$ cat src/core/xtm_pkg.sv
package xtm_pkg;
    // data and address widths
    localparam int XTM_DATA_W = 8;
    localparam int XTM_ADDR_W = 6;
    localparam int XTM_FILE_DEPTH = 64;
    localparam int XTM_OP_W = 3;
    // instruction cycles taken by every operation
    localparam int XTM_EXEC_CYCLES = 1;
    // reset values
    localparam logic [7:0] XTM_ACC_RST = 8'h00;
    localparam logic [7:0] XTM_TMODE_RST = 8'h00;
    localparam logic [7:0] XTM_FILE_RST = 8'h00;
    localparam logic XTM_FLAG_RST = 1'b0;
    // field positions in the operand for the flag preset operation
    localparam int XTM_PRESET_C_POS = 0;
    localparam int XTM_PRESET_DC_POS = 1;
    localparam int XTM_PRESET_Z_POS = 2;
    // destination bit values
    localparam logic XTM_DEST_ACC = 1'b0;
    localparam logic XTM_DEST_FILE = 1'b1;
    // operation codes
    typedef enum logic [2:0] {
        XTM_OP_NOP                      = 3'h0,
        XTM_OP_LOAD_ACC                 = 3'h1,
        XTM_OP_PRESET_FLAGS             = 3'h2,
        XTM_OP_LOAD_TIMER_MODE_FROM_ACC = 3'h3,
        XTM_OP_READ_TIMER_MODE_TO_ACC   = 3'h4,
        XTM_OP_XOR_ACC_WITH_FILE_REG    = 3'h5,
        XTM_OP_XOR_ACC_WITH_IMMEDIATE   = 3'h6
    } xtm_op_type;
endpackage : xtm_pkg

$ cat src/core/xtm_alu_if.sv
`timescale 1ns/100ps
interface xtm_alu_if;
    logic [7:0] opnd_a; // first operand, the accumulator
    logic [7:0] opnd_b; // second operand, file register or immediate
    logic [7:0] result; // exclusive-or result
    logic zero; // result is all zero
    modport alu (input opnd_a, input opnd_b, output result, output zero);
    modport core (output opnd_a, output opnd_b, input result, input zero);
endinterface : xtm_alu_if

$ cat src/core/xtm_core.sv
`timescale 1ns/100ps
module xtm_core
    import xtm_pkg::*;
(
    input wire logic clk_sys_i, // core clock
    input wire logic rstn_i, // asynchronous reset, active low
    input wire logic instr_valid_i, // an instruction is issued this cycle
    input wire logic [2:0] instr_op_i, // operation code
    input wire logic [7:0] instr_operand_i, // immediate, or file address in low bits
    input wire logic instr_dest_i, // destination bit for the file xor
    input wire logic file_wr_en_i, // side port write into the file
    input wire logic [5:0] file_wr_addr_i, // side port write address
    input wire logic [7:0] file_wr_data_i, // side port write data
    input wire logic [5:0] file_rd_addr_i, // side port read address
    output logic [7:0] file_rd_data_o, // side port read data, one cycle late
    output logic [7:0] accumulator_o, // accumulator contents
    output logic [7:0] timer_mode_o, // timer-0 mode register contents
    output logic zero_flag_o, // zero flag
    output logic digit_carry_flag_o, // digit carry flag
    output logic carry_flag_o, // carry flag
    output logic instr_done_o, // pulse after an executed instruction
    output logic instr_illegal_o // pulse after an unknown operation code
);
    // state
    logic [7:0] accumulator_reg; // working accumulator
    logic [7:0] accumulator_next;
    logic [7:0] tmode_reg; // timer-0 mode register
    logic [7:0] tmode_next;
    logic zero_reg; // status flags
    logic zero_next;
    logic dcarry_reg;
    logic dcarry_next;
    logic carry_reg;
    logic carry_next;
    logic [7:0] file_reg [XTM_FILE_DEPTH]; // data memory in flip-flops
    logic [7:0] rd_data_reg; // registered side port read
    logic done_reg; // completion pulse
    logic illegal_reg; // illegal opcode pulse

    // decoded operation
    // strobes below are mutually exclusive by construction
    wire logic [5:0] file_addr; // file address from operand
    wire logic [7:0] file_rd_val; // addressed file register value
    wire logic op_nop;
    wire logic op_load_acc;
    wire logic op_preset;
    wire logic op_ld_tmode;
    wire logic op_rd_tmode;
    wire logic op_xor_file;
    wire logic op_xor_imm;
    wire logic op_known; // any legal code
    wire logic xor_to_file; // file xor result goes back to the register
    wire logic file_instr_we; // instruction writes the file
    wire logic [7:0] file_instr_data;
    wire logic xor_to_acc; // file xor result goes to the accumulator
    wire logic zero_update; // of the two xors, only the immediate form moves the zero flag
    wire logic flags_preset; // preset loads all three flags
    wire logic [7:0] xor_result; // exclusive-or unit output
    wire logic xor_zero; // exclusive-or unit zero detect

    xtm_alu_if alu_bus ();

    // returns true when a valid instruction carries the given code
    // keeps the valid qualifier in one place so nothing decodes while idle
    function automatic logic xtm_is_op(input logic valid, input logic [2:0] code,
                                       input xtm_op_type want);
        xtm_is_op = valid && (code == want);
    endfunction : xtm_is_op

    // decode: one strobe per operation code, all gated by valid;
    // code 7 matches nothing and so raises only the illegal pulse
    assign op_nop = xtm_is_op(instr_valid_i, instr_op_i, XTM_OP_NOP);
    assign op_load_acc = xtm_is_op(instr_valid_i, instr_op_i, XTM_OP_LOAD_ACC);
    assign op_preset = xtm_is_op(instr_valid_i, instr_op_i, XTM_OP_PRESET_FLAGS);
    assign op_ld_tmode = xtm_is_op(instr_valid_i, instr_op_i,
                                   XTM_OP_LOAD_TIMER_MODE_FROM_ACC);
    assign op_rd_tmode = xtm_is_op(instr_valid_i, instr_op_i,
                                   XTM_OP_READ_TIMER_MODE_TO_ACC);
    assign op_xor_file = xtm_is_op(instr_valid_i, instr_op_i,
                                   XTM_OP_XOR_ACC_WITH_FILE_REG);
    assign op_xor_imm = xtm_is_op(instr_valid_i, instr_op_i,
                                  XTM_OP_XOR_ACC_WITH_IMMEDIATE);
    assign op_known = op_nop | op_load_acc | op_preset | op_ld_tmode | op_rd_tmode
                    | op_xor_file | op_xor_imm;

    // operand selection for the xor unit
    // the file value is read combinationally from the operand address
    assign file_addr = instr_operand_i[5:0];
    assign file_rd_val = file_reg[file_addr];
    assign alu_bus.opnd_a = accumulator_reg;
    assign alu_bus.opnd_b = op_xor_file ? file_rd_val : instr_operand_i;

    // file write back when the destination bit is set
    assign xor_to_file = op_xor_file && (instr_dest_i == XTM_DEST_FILE);
    assign xor_to_acc = op_xor_file && (instr_dest_i == XTM_DEST_ACC);
    assign file_instr_we = xor_to_file;
    assign xor_result = alu_bus.result;
    assign xor_zero = alu_bus.zero;
    assign file_instr_data = xor_result;

    // flag update strobes
    assign flags_preset = op_preset;
    assign zero_update = op_xor_imm;

    // exclusive-or unit, shared by the file and immediate forms;
    // it sees the accumulator as it stood before this edge
    xtm_alu u_alu (
        .alu_bus (alu_bus)
    );

    // accumulator next value
    // one source at most per cycle, the decode strobes are exclusive
    always_comb begin
        accumulator_next = accumulator_reg;
        if (op_load_acc) begin
            accumulator_next = instr_operand_i; // plain load
        end else if (op_rd_tmode) begin
            accumulator_next = tmode_reg;
        end else if (xor_to_acc) begin
            accumulator_next = xor_result;
        end else if (op_xor_imm) begin
            accumulator_next = xor_result;
        end
    end

    // timer mode next value, only the load touches it
    // the timer itself lives elsewhere; only its mode byte is kept here
    always_comb begin
        tmode_next = tmode_reg;
        if (op_ld_tmode) begin
            tmode_next = accumulator_reg;
        end
    end

    // flags: only the preset and the immediate xor change them
    // the file xor and both timer mode moves leave all three alone
    always_comb begin
        zero_next = zero_reg;
        dcarry_next = dcarry_reg;
        carry_next = carry_reg;
        if (flags_preset) begin
            zero_next = instr_operand_i[XTM_PRESET_Z_POS];
            dcarry_next = instr_operand_i[XTM_PRESET_DC_POS];
            carry_next = instr_operand_i[XTM_PRESET_C_POS];
        end else if (zero_update) begin
            zero_next = xor_zero;
        end
    end

    // accumulator and timer mode registers
    // both load every edge; the next-value logic holds them when idle
    always_ff @(posedge clk_sys_i or negedge rstn_i) begin
        if (!rstn_i) begin
            accumulator_reg <= XTM_ACC_RST;
            tmode_reg <= XTM_TMODE_RST;
        end else begin
            accumulator_reg <= accumulator_next;
            tmode_reg <= tmode_next;
        end
    end

    // status flag registers
    always_ff @(posedge clk_sys_i or negedge rstn_i) begin
        if (!rstn_i) begin
            zero_reg <= XTM_FLAG_RST;
            dcarry_reg <= XTM_FLAG_RST;
            carry_reg <= XTM_FLAG_RST;
        end else begin
            zero_reg <= zero_next;
            dcarry_reg <= dcarry_next;
            carry_reg <= carry_next;
        end
    end

    // file storage, the instruction write wins over the side port
    // a side write in the same cycle as a file xor write back is dropped
    // without any indication, so the side port must not overlap the two
    always_ff @(posedge clk_sys_i or negedge rstn_i) begin
        if (!rstn_i) begin
            for (int i = 0; i < XTM_FILE_DEPTH; i++) begin
                file_reg[i] <= XTM_FILE_RST;
            end
        end else if (file_instr_we) begin
            file_reg[file_addr] <= file_instr_data;
        end else if (file_wr_en_i) begin
            file_reg[file_wr_addr_i] <= file_wr_data_i;
        end
    end

    // side read port, one cycle of latency
    always_ff @(posedge clk_sys_i or negedge rstn_i) begin
        if (!rstn_i) begin
            rd_data_reg <= XTM_FILE_RST;
        end else begin
            rd_data_reg <= file_reg[file_rd_addr_i]; // sees writes one edge later
        end
    end

    // completion pulses, each high for one cycle after the op is taken
    always_ff @(posedge clk_sys_i or negedge rstn_i) begin
        if (!rstn_i) begin
            done_reg <= 1'b0;
            illegal_reg <= 1'b0;
        end else begin
            done_reg <= op_known; // legal codes, nop included
            illegal_reg <= instr_valid_i && !op_known; // unknown code, state untouched
        end
    end

    // outputs, all from flip-flops
    // nothing combinational reaches a port, which keeps output timing simple
    assign file_rd_data_o = rd_data_reg;
    assign accumulator_o = accumulator_reg;
    assign timer_mode_o = tmode_reg;
    assign zero_flag_o = zero_reg;
    assign digit_carry_flag_o = dcarry_reg;
    assign carry_flag_o = carry_reg;
    assign instr_done_o = done_reg;
    assign instr_illegal_o = illegal_reg;
endmodule : xtm_core

$ cat src/core/xtm_alu.sv
`timescale 1ns/100ps
module xtm_alu
    import xtm_pkg::*;
(
    xtm_alu_if.alu alu_bus
);
    // purely combinational exclusive-or and zero detect
    assign alu_bus.result = alu_bus.opnd_a ^ alu_bus.opnd_b;
    assign alu_bus.zero = (alu_bus.result == 8'h00);
endmodule : xtm_alu

$ cat config.mk
export PLATFORM = sky130hd
export DESIGN_NAME = xtm_core
export DESIGN_NICKNAME = d
export VERILOG_FILES = /design/src/core/xtm_pkg.sv /design/src/core/xtm_alu_if.sv /design/src/core/xtm_core.sv /design/src/core/xtm_alu.sv
export SDC_FILE = /design/constraint.sdc
export NUM_CORES = 2
export LEC_CHECK = 0
export ABC_AREA = 1
export ABC_CLOCK_PERIOD_IN_PS = 3300
export BUFFER_PORTS_ARGS = -buffer_cell sky130_fd_sc_hd__buf_2
export CORE_UTILIZATION = 31
export DETAILED_ROUTE_END_ITERATION = 6
export GPL_ROUTABILITY_DRIVEN = 0
export PLACE_DENSITY = 0.53
export SLEW_MARGIN = 0
export SYNTH_ARGS = -nofsm -noshare
export SYNTH_HDL_FRONTEND = slang
export SYNTH_SLANG_ARGS = --single-unit
$ cat constraint.sdc
create_clock -name clk_sys_i -period 3.3 [get_ports clk_sys_i]
set_input_delay 0.495 -clock clk_sys_i [delete_from_list [all_inputs] [get_ports clk_sys_i]]
set_output_delay 0.495 -clock clk_sys_i [all_outputs]
set_load 0.005 [all_outputs]
# Word level (Yosys, flattened, before mapping)

Index checks and enable logic that the tools add are counted.

Register bits after elaboration: 541
Latch bits: 0
RAM bits: 0
Memory bits (read-only): 0
Bits of input ports: 36
Output and inout port bits: 29
Memories: 0

Add/subtract/negate cells: 0
$mul: 0
Divide/modulo/power cells: 0
Order comparisons: 5
Eq/ne operators: 6
Shift-type cells: 0
Muxes and demuxes: 21
Bitwise gates (word level): 11
Reduce and logical (&&, ||, !) cells: 18

Operators by type and width:

| operator           | number |
|---|---|
| $bwmux 512         | 2 |
| $mux 512           | 2 |
| $bmux 8 s6         | 2 |
| $demux 8 s6        | 2 |
| $mux 8             | 11 |
| $ge 7x7->1 const B | 3 |
| $not 6->7          | 3 |
| $lt 7x1->1 const B | 2 |
| $logic_and 1x1->1  | 12 |
| $eq 3x3->1 const B | 3 |
| $logic_not 8->1    | 1 |
| $xor 8x8->8        | 1 |
| $eq 3x2->1 const B | 2 |
| $or 1x1->1         | 6 |
| $reduce_bool 2->1  | 2 |
| $reduce_bool 4->1  | 1 |
| $eq 3x1->1 const B | 1 |
| $logic_not 3->1    | 1 |
| $mux 1             | 2 |
| $logic_not 1->1    | 1 |
| $not 1->1          | 1 |

# Logic depth before layout (Yosys ltp)

Depth after elaboration: 10
Mapped depth: 21

# By module

Synthesis repeated with hierarchy kept, for this count alone.

Cells, all modules: 5471
Area, all modules: 36930.4 µm²

Modules (own cells, without submodules):

| module   | times used | cells each | area each (µm²) | sequential area each (µm²) |
|---|---|---|---|---|
| xtm_core | 1          | 5428       | 36744.0         | 13538.0 |
| xtm_alu  | 1          | 43         | 186.4           | 0.0 |

# Worst setup path before layout

OpenSTA, ideal clock, no wires.

Path type: input port to flip-flop
Start point: input instr_operand_i[0]
End point: register file_reg[390] (netlist name)
Library setup time: 0.144 ns
Arrival: 2.101 ns
Data required time: 3.156 ns
Slack: 1.055 ns
Stages: 15
Buffers on the path: 5
Cell sequence: buf_4 -> buf_6 -> buf_6 -> buf_2 -> o211ai_1 -> nand2_1 -> o21ai_1 -> nand2_1 -> nor2_1 -> nand3_1 -> nand2_1 -> nand2_1 -> nand2_2 -> buf_2 -> o221ai_1

Word-level cells in the longest chain between the ends: 8
Elaborated cells between the ends (all ways): 13

RTL lines:

| element                                   | RTL line                        | RTL |
|---|---|---|
| from (decl)                               | xtm_core.sv:9                   | `input wire logic [7:0] instr_operand_i,` |
| $not 6->7 (not written as such) *         | xtm_core.sv:89, xtm_core.sv:184 |  |
| $bmux 8 s6                                | xtm_core.sv:89                  | `assign file_rd_val = file_reg[file_addr];` |
| $mux 8 (not written as such) (2 in a row) | xtm_core.sv:89                  |  |
| $mux 8                                    | xtm_core.sv:91                  | `assign alu_bus.opnd_b = op_xor_file ? file_rd_val : instr_operand_i;` |
| $xor 8x8->8                               | xtm_alu.sv:8                    | `assign alu_bus.result = alu_bus.opnd_a ^ alu_bus.opnd_b;` |
| $bwmux 512 *                              | xtm_core.sv:184                 | `file_reg[file_addr] <= file_instr_data;` |
| $mux 512 *                                | xtm_core.sv:183                 | `end else if (file_instr_we) begin` |
| to (signal, indexed assignment)           | xtm_core.sv:184                 |  |
| to (signal, indexed assignment)           | xtm_core.sv:186                 | `file_reg[file_wr_addr_i] <= file_wr_data_i;` |
| to (decl)                                 | xtm_core.sv:35                  | `logic [7:0] file_reg [XTM_FILE_DEPTH];` |

Every way passes the cells marked *; elsewhere a longest branch is shown, timed or not. The select of a mux whose other input is x is not followed.
A chain may end at the register's enable or synchronous reset.

# Worst setup path in the final report

Start point: input instr_operand_i[0]
End point: register file_reg[254] (netlist name)

The elaborated chain is that of the path after synthesis.

==> summary.txt <==
STA
  • Period utilization: 85.9%
  • Clock Skews: 26.3 ps
  • Relative slew slack: 17.7%
  • RSZ-0062 raised after global routing: false
  • Final setup viols: 0
  • Fmax: 353 MHz
  • Hold WS: 127 ps
  • Worst Tran Pin Value: 1230 ps
  • PnR worst setup slack: 465 ps
  • Fin crit period: 2840 ps
  • Slew Viols, Final: 0
  • Final Hold Viols: 0

Route
  • DRT Pass-1 Iters: 6
  • DR iter-0 viols: 5554
  • Top sig layer: met5
  • WL/cell: 25.9 um
  • Wire length on met3: 20800 um
  • Final ANT Viol Nets: 0
  • Routed Wire Length: 174000 um
  • Via density: 5.93
  • # DRC: 0
  • Routed via count: 39800
  • Met1 wire length: 71500 um
  • DR WL met2: 72700 um

Synthesis
  • Register area share after synthesis: 38.4%
  • Post-synth cell types: 43
  • Synth warn: 0
  • Post-Synth Adder-Cell Area: 0%
  • Complex-gate fraction of the synthesized area: 24.9%
  • Area share of xor/xnor cells in the synthesized design: 0%
  • #FFs+latches synth: 541
  • Async S/R FF share, synth: 100%
  • Top_reg_cell synth: dfrtp_1
  • Syn avg cell area: 7.02 sq um
  • Gate Count Post-Synth: 5024
  • Largest family of logic cells by synthesized area: simple AND/OR/NAND/NOR gates
  • Mux share of post-synthesis cell area: 0%
  • Synthesized area: 35200 sq um
  • Syn_nets: 5060
  • Post-synth EDFFs: 0
  • Simple-gate portion of the synthesized area: 27.2%

Floorplan
  • # IOs: 65
  • Die width: 339 um
  • DIE AREA: 115000 sq um
  • Initial core utilization: 31.3%
  • Die Ht: 339 um
  • Core footprint: 113000 sq um
  • Num rows: 123

Power
  • Clk network pwr share: 38.8%
  • Flop pwr share: 37.2%
  • P_int: 13700 uW
  • Sw frac: 34.3%
  • Power Density: 501 nW/um^2
  • P_sw: 7160 uW
  • Leakage: 0.0180 uW
  • Worst IR Drop VDD: 0.319 mV
  • Combinational power share: 24.0%
  • Final total power: 20900 uW

Flow run
  • MaxCap Viol Count: 0

Global routing
  • Grt ovf: 0
  • Vias in the first global route: 36900
  • Initial antenna violation count: 8
  • Total track usage: 29.4%
  • First-pass GRT wire length: 254000 um
  • Pin count of the biggest net entering global routing: 76

Place
  • Placement Setup Slack: -44.3 ps
  • Hpwl dp: 120000 um
  • Placed Area: 39400 sq um
  • IO Port Bufs: 64

Cells and area
  • Finished Cell Area: 41800 sq um
  • Most common cell after layout, fill and taps aside: nand2_1
  • Area grow syn2layout: 18.5%
  • Most frequent cells in the layout: nand2_1, dfrtp_1, o21ai_0
  • Number of flip-flops in the largest register: 512
  • Fin util: 37.1%
  • Share of cells above drive strength 1: 12.2%
  • Nets: 5197

Outcome
  • Status: complete, no violations

Clocking
  • H-Tree Level Count: 3
  • CTS Buf Count: 70
  • Clock sink count: 541
  • Reg clk slew, reported paths: 60 ps
  • Clk_lat worst skew: 660 ps
  • Root Buffer: clkbuf_16
  • CTS tree: done
  • Clock tree buffer depth: 3

Worst setup path
  • Crit-path max FO: 54
  • R2R Setup Slk: 590 ps
  • Critical Path RT: 3770 ps
  • Worst Path Arrival: 3300 ps
  • Type of origin of the critical path: primary input
  • Critical path endpoint category: flip-flop
  • Setup CP Type: in2reg

Hold path
  • Worst hold path type: in2reg
==> worst max-delay path, cell delays in order <==
cell	delay (ps)
buf_8	120
inv_6	90
buf_12	270
buf_4	280
nand2_1	70
nand3_1	120
nand2_1	60
o21ai_0	240
buf_4	190
nand2_1	80
nor2_1	180
nand3_1	220
nand2_1	110
nand2_1	90
nand2_4	150
buf_12	260
o221ai_1	140
==> layout make-up <==
| cell class | instances | area [sq um] |
|---|---|---|
| Fill cell | 11900 | 70900 |
| Multi-Input combinational cell | 3693 | 18400 |
| Sequential cell | 541 | 13500 |
| Timing Repair Buffer | 440 | 4020 |
| Clock buffer | 99 | 2080 |
| Tap cell | 1500 | 1880 |
| Inverter | 415 | 1570 |
| Clock inverter | 22 | 270 |
| Antenna cell | 2 | 5.00 |
==> synth_stat cells, types with 6 or more instances <==
master,number,area share [%]
nand2_1,1531,16
o211ai_1,167,3.6
o21ai_0,466,6.6
nor2_4,6,0.19
o22ai_1,75,1.3
nand2_2,15,0.27
nor2_2,6,0.11
a22oi_1,12,0.26
a21oi_1,168,2.4
a221oi_1,25,0.62
inv_1,378,4.0
nand3_1,413,5.9
a211oi_1,22,0.47
nor2_1,351,3.7
buf_2,144,2.0
nor3_1,22,0.31
or2_2,6,0.11
clkbuf_1,168,1.8
inv_2,31,0.33
o21ai_1,21,0.30
buf_4,37,0.79
buf_6,11,0.35
o221ai_1,351,8.7
dfrtp_1,541,38
buf_1,15,0.16
==> worst paths after layout <==
path	to	start	cells after the start
setup / recovery	file_reg[254]	instr_operand_i[0]	17
hold / removal	accumulator_o[7]	instr_operand_i[7]	3
setup reg to reg	file_reg[254]	file_reg[270]	13
hold reg to reg	file_reg[402]	file_reg[402]	2
max in group asynchronous	file_reg[358]	rstn_i	3
min in group asynchronous	file_reg[37]	rstn_i	2
==> power by group through the flow <==
stage	logic (uW)	clock network, uW	registers (uW)
2_1_floorplan	2610	0	7740
3_3_place_gp	4810	0	7860
3_5_place_dp	4840	0	7870
4_1_cts	4850	8220	7760
5_1_grt	5290	8430	7840
6_report	5020	8120	7770
==> timing repair <==
item,4_1_cts,5_1_grt
hold buffers,1,0
endpoints found under the hold margin,60,0
setup buffers,0,0
resized for setup,0,0
==> logic make-up after synthesis <==
group / Yosys count
AOI/OAI and AO/OA: 1332
buffers and inverters: 790
DFF: 541
and+or+nand+nor: 2361
==> metrics by stage <==
stage	instances	setup TNS, ps
3_3_place_gp	6588	-66.0
5_1_grt	6710	0
2_1_floorplan	5024	0
4_1_cts	6710	0
3_5_place_dp	6588	-367
6_report	6712	0
==> layer usage <==
layer / track usage [%] / vias to the layer above
met5: 0 / -
met4: 13.3 / 10
met3: 7.41 / 440
met2: 42.8 / 2537
met1: 40.8 / 19200
li1: - / 17600
No activity file was read; power rests on OpenSTA's default activity.
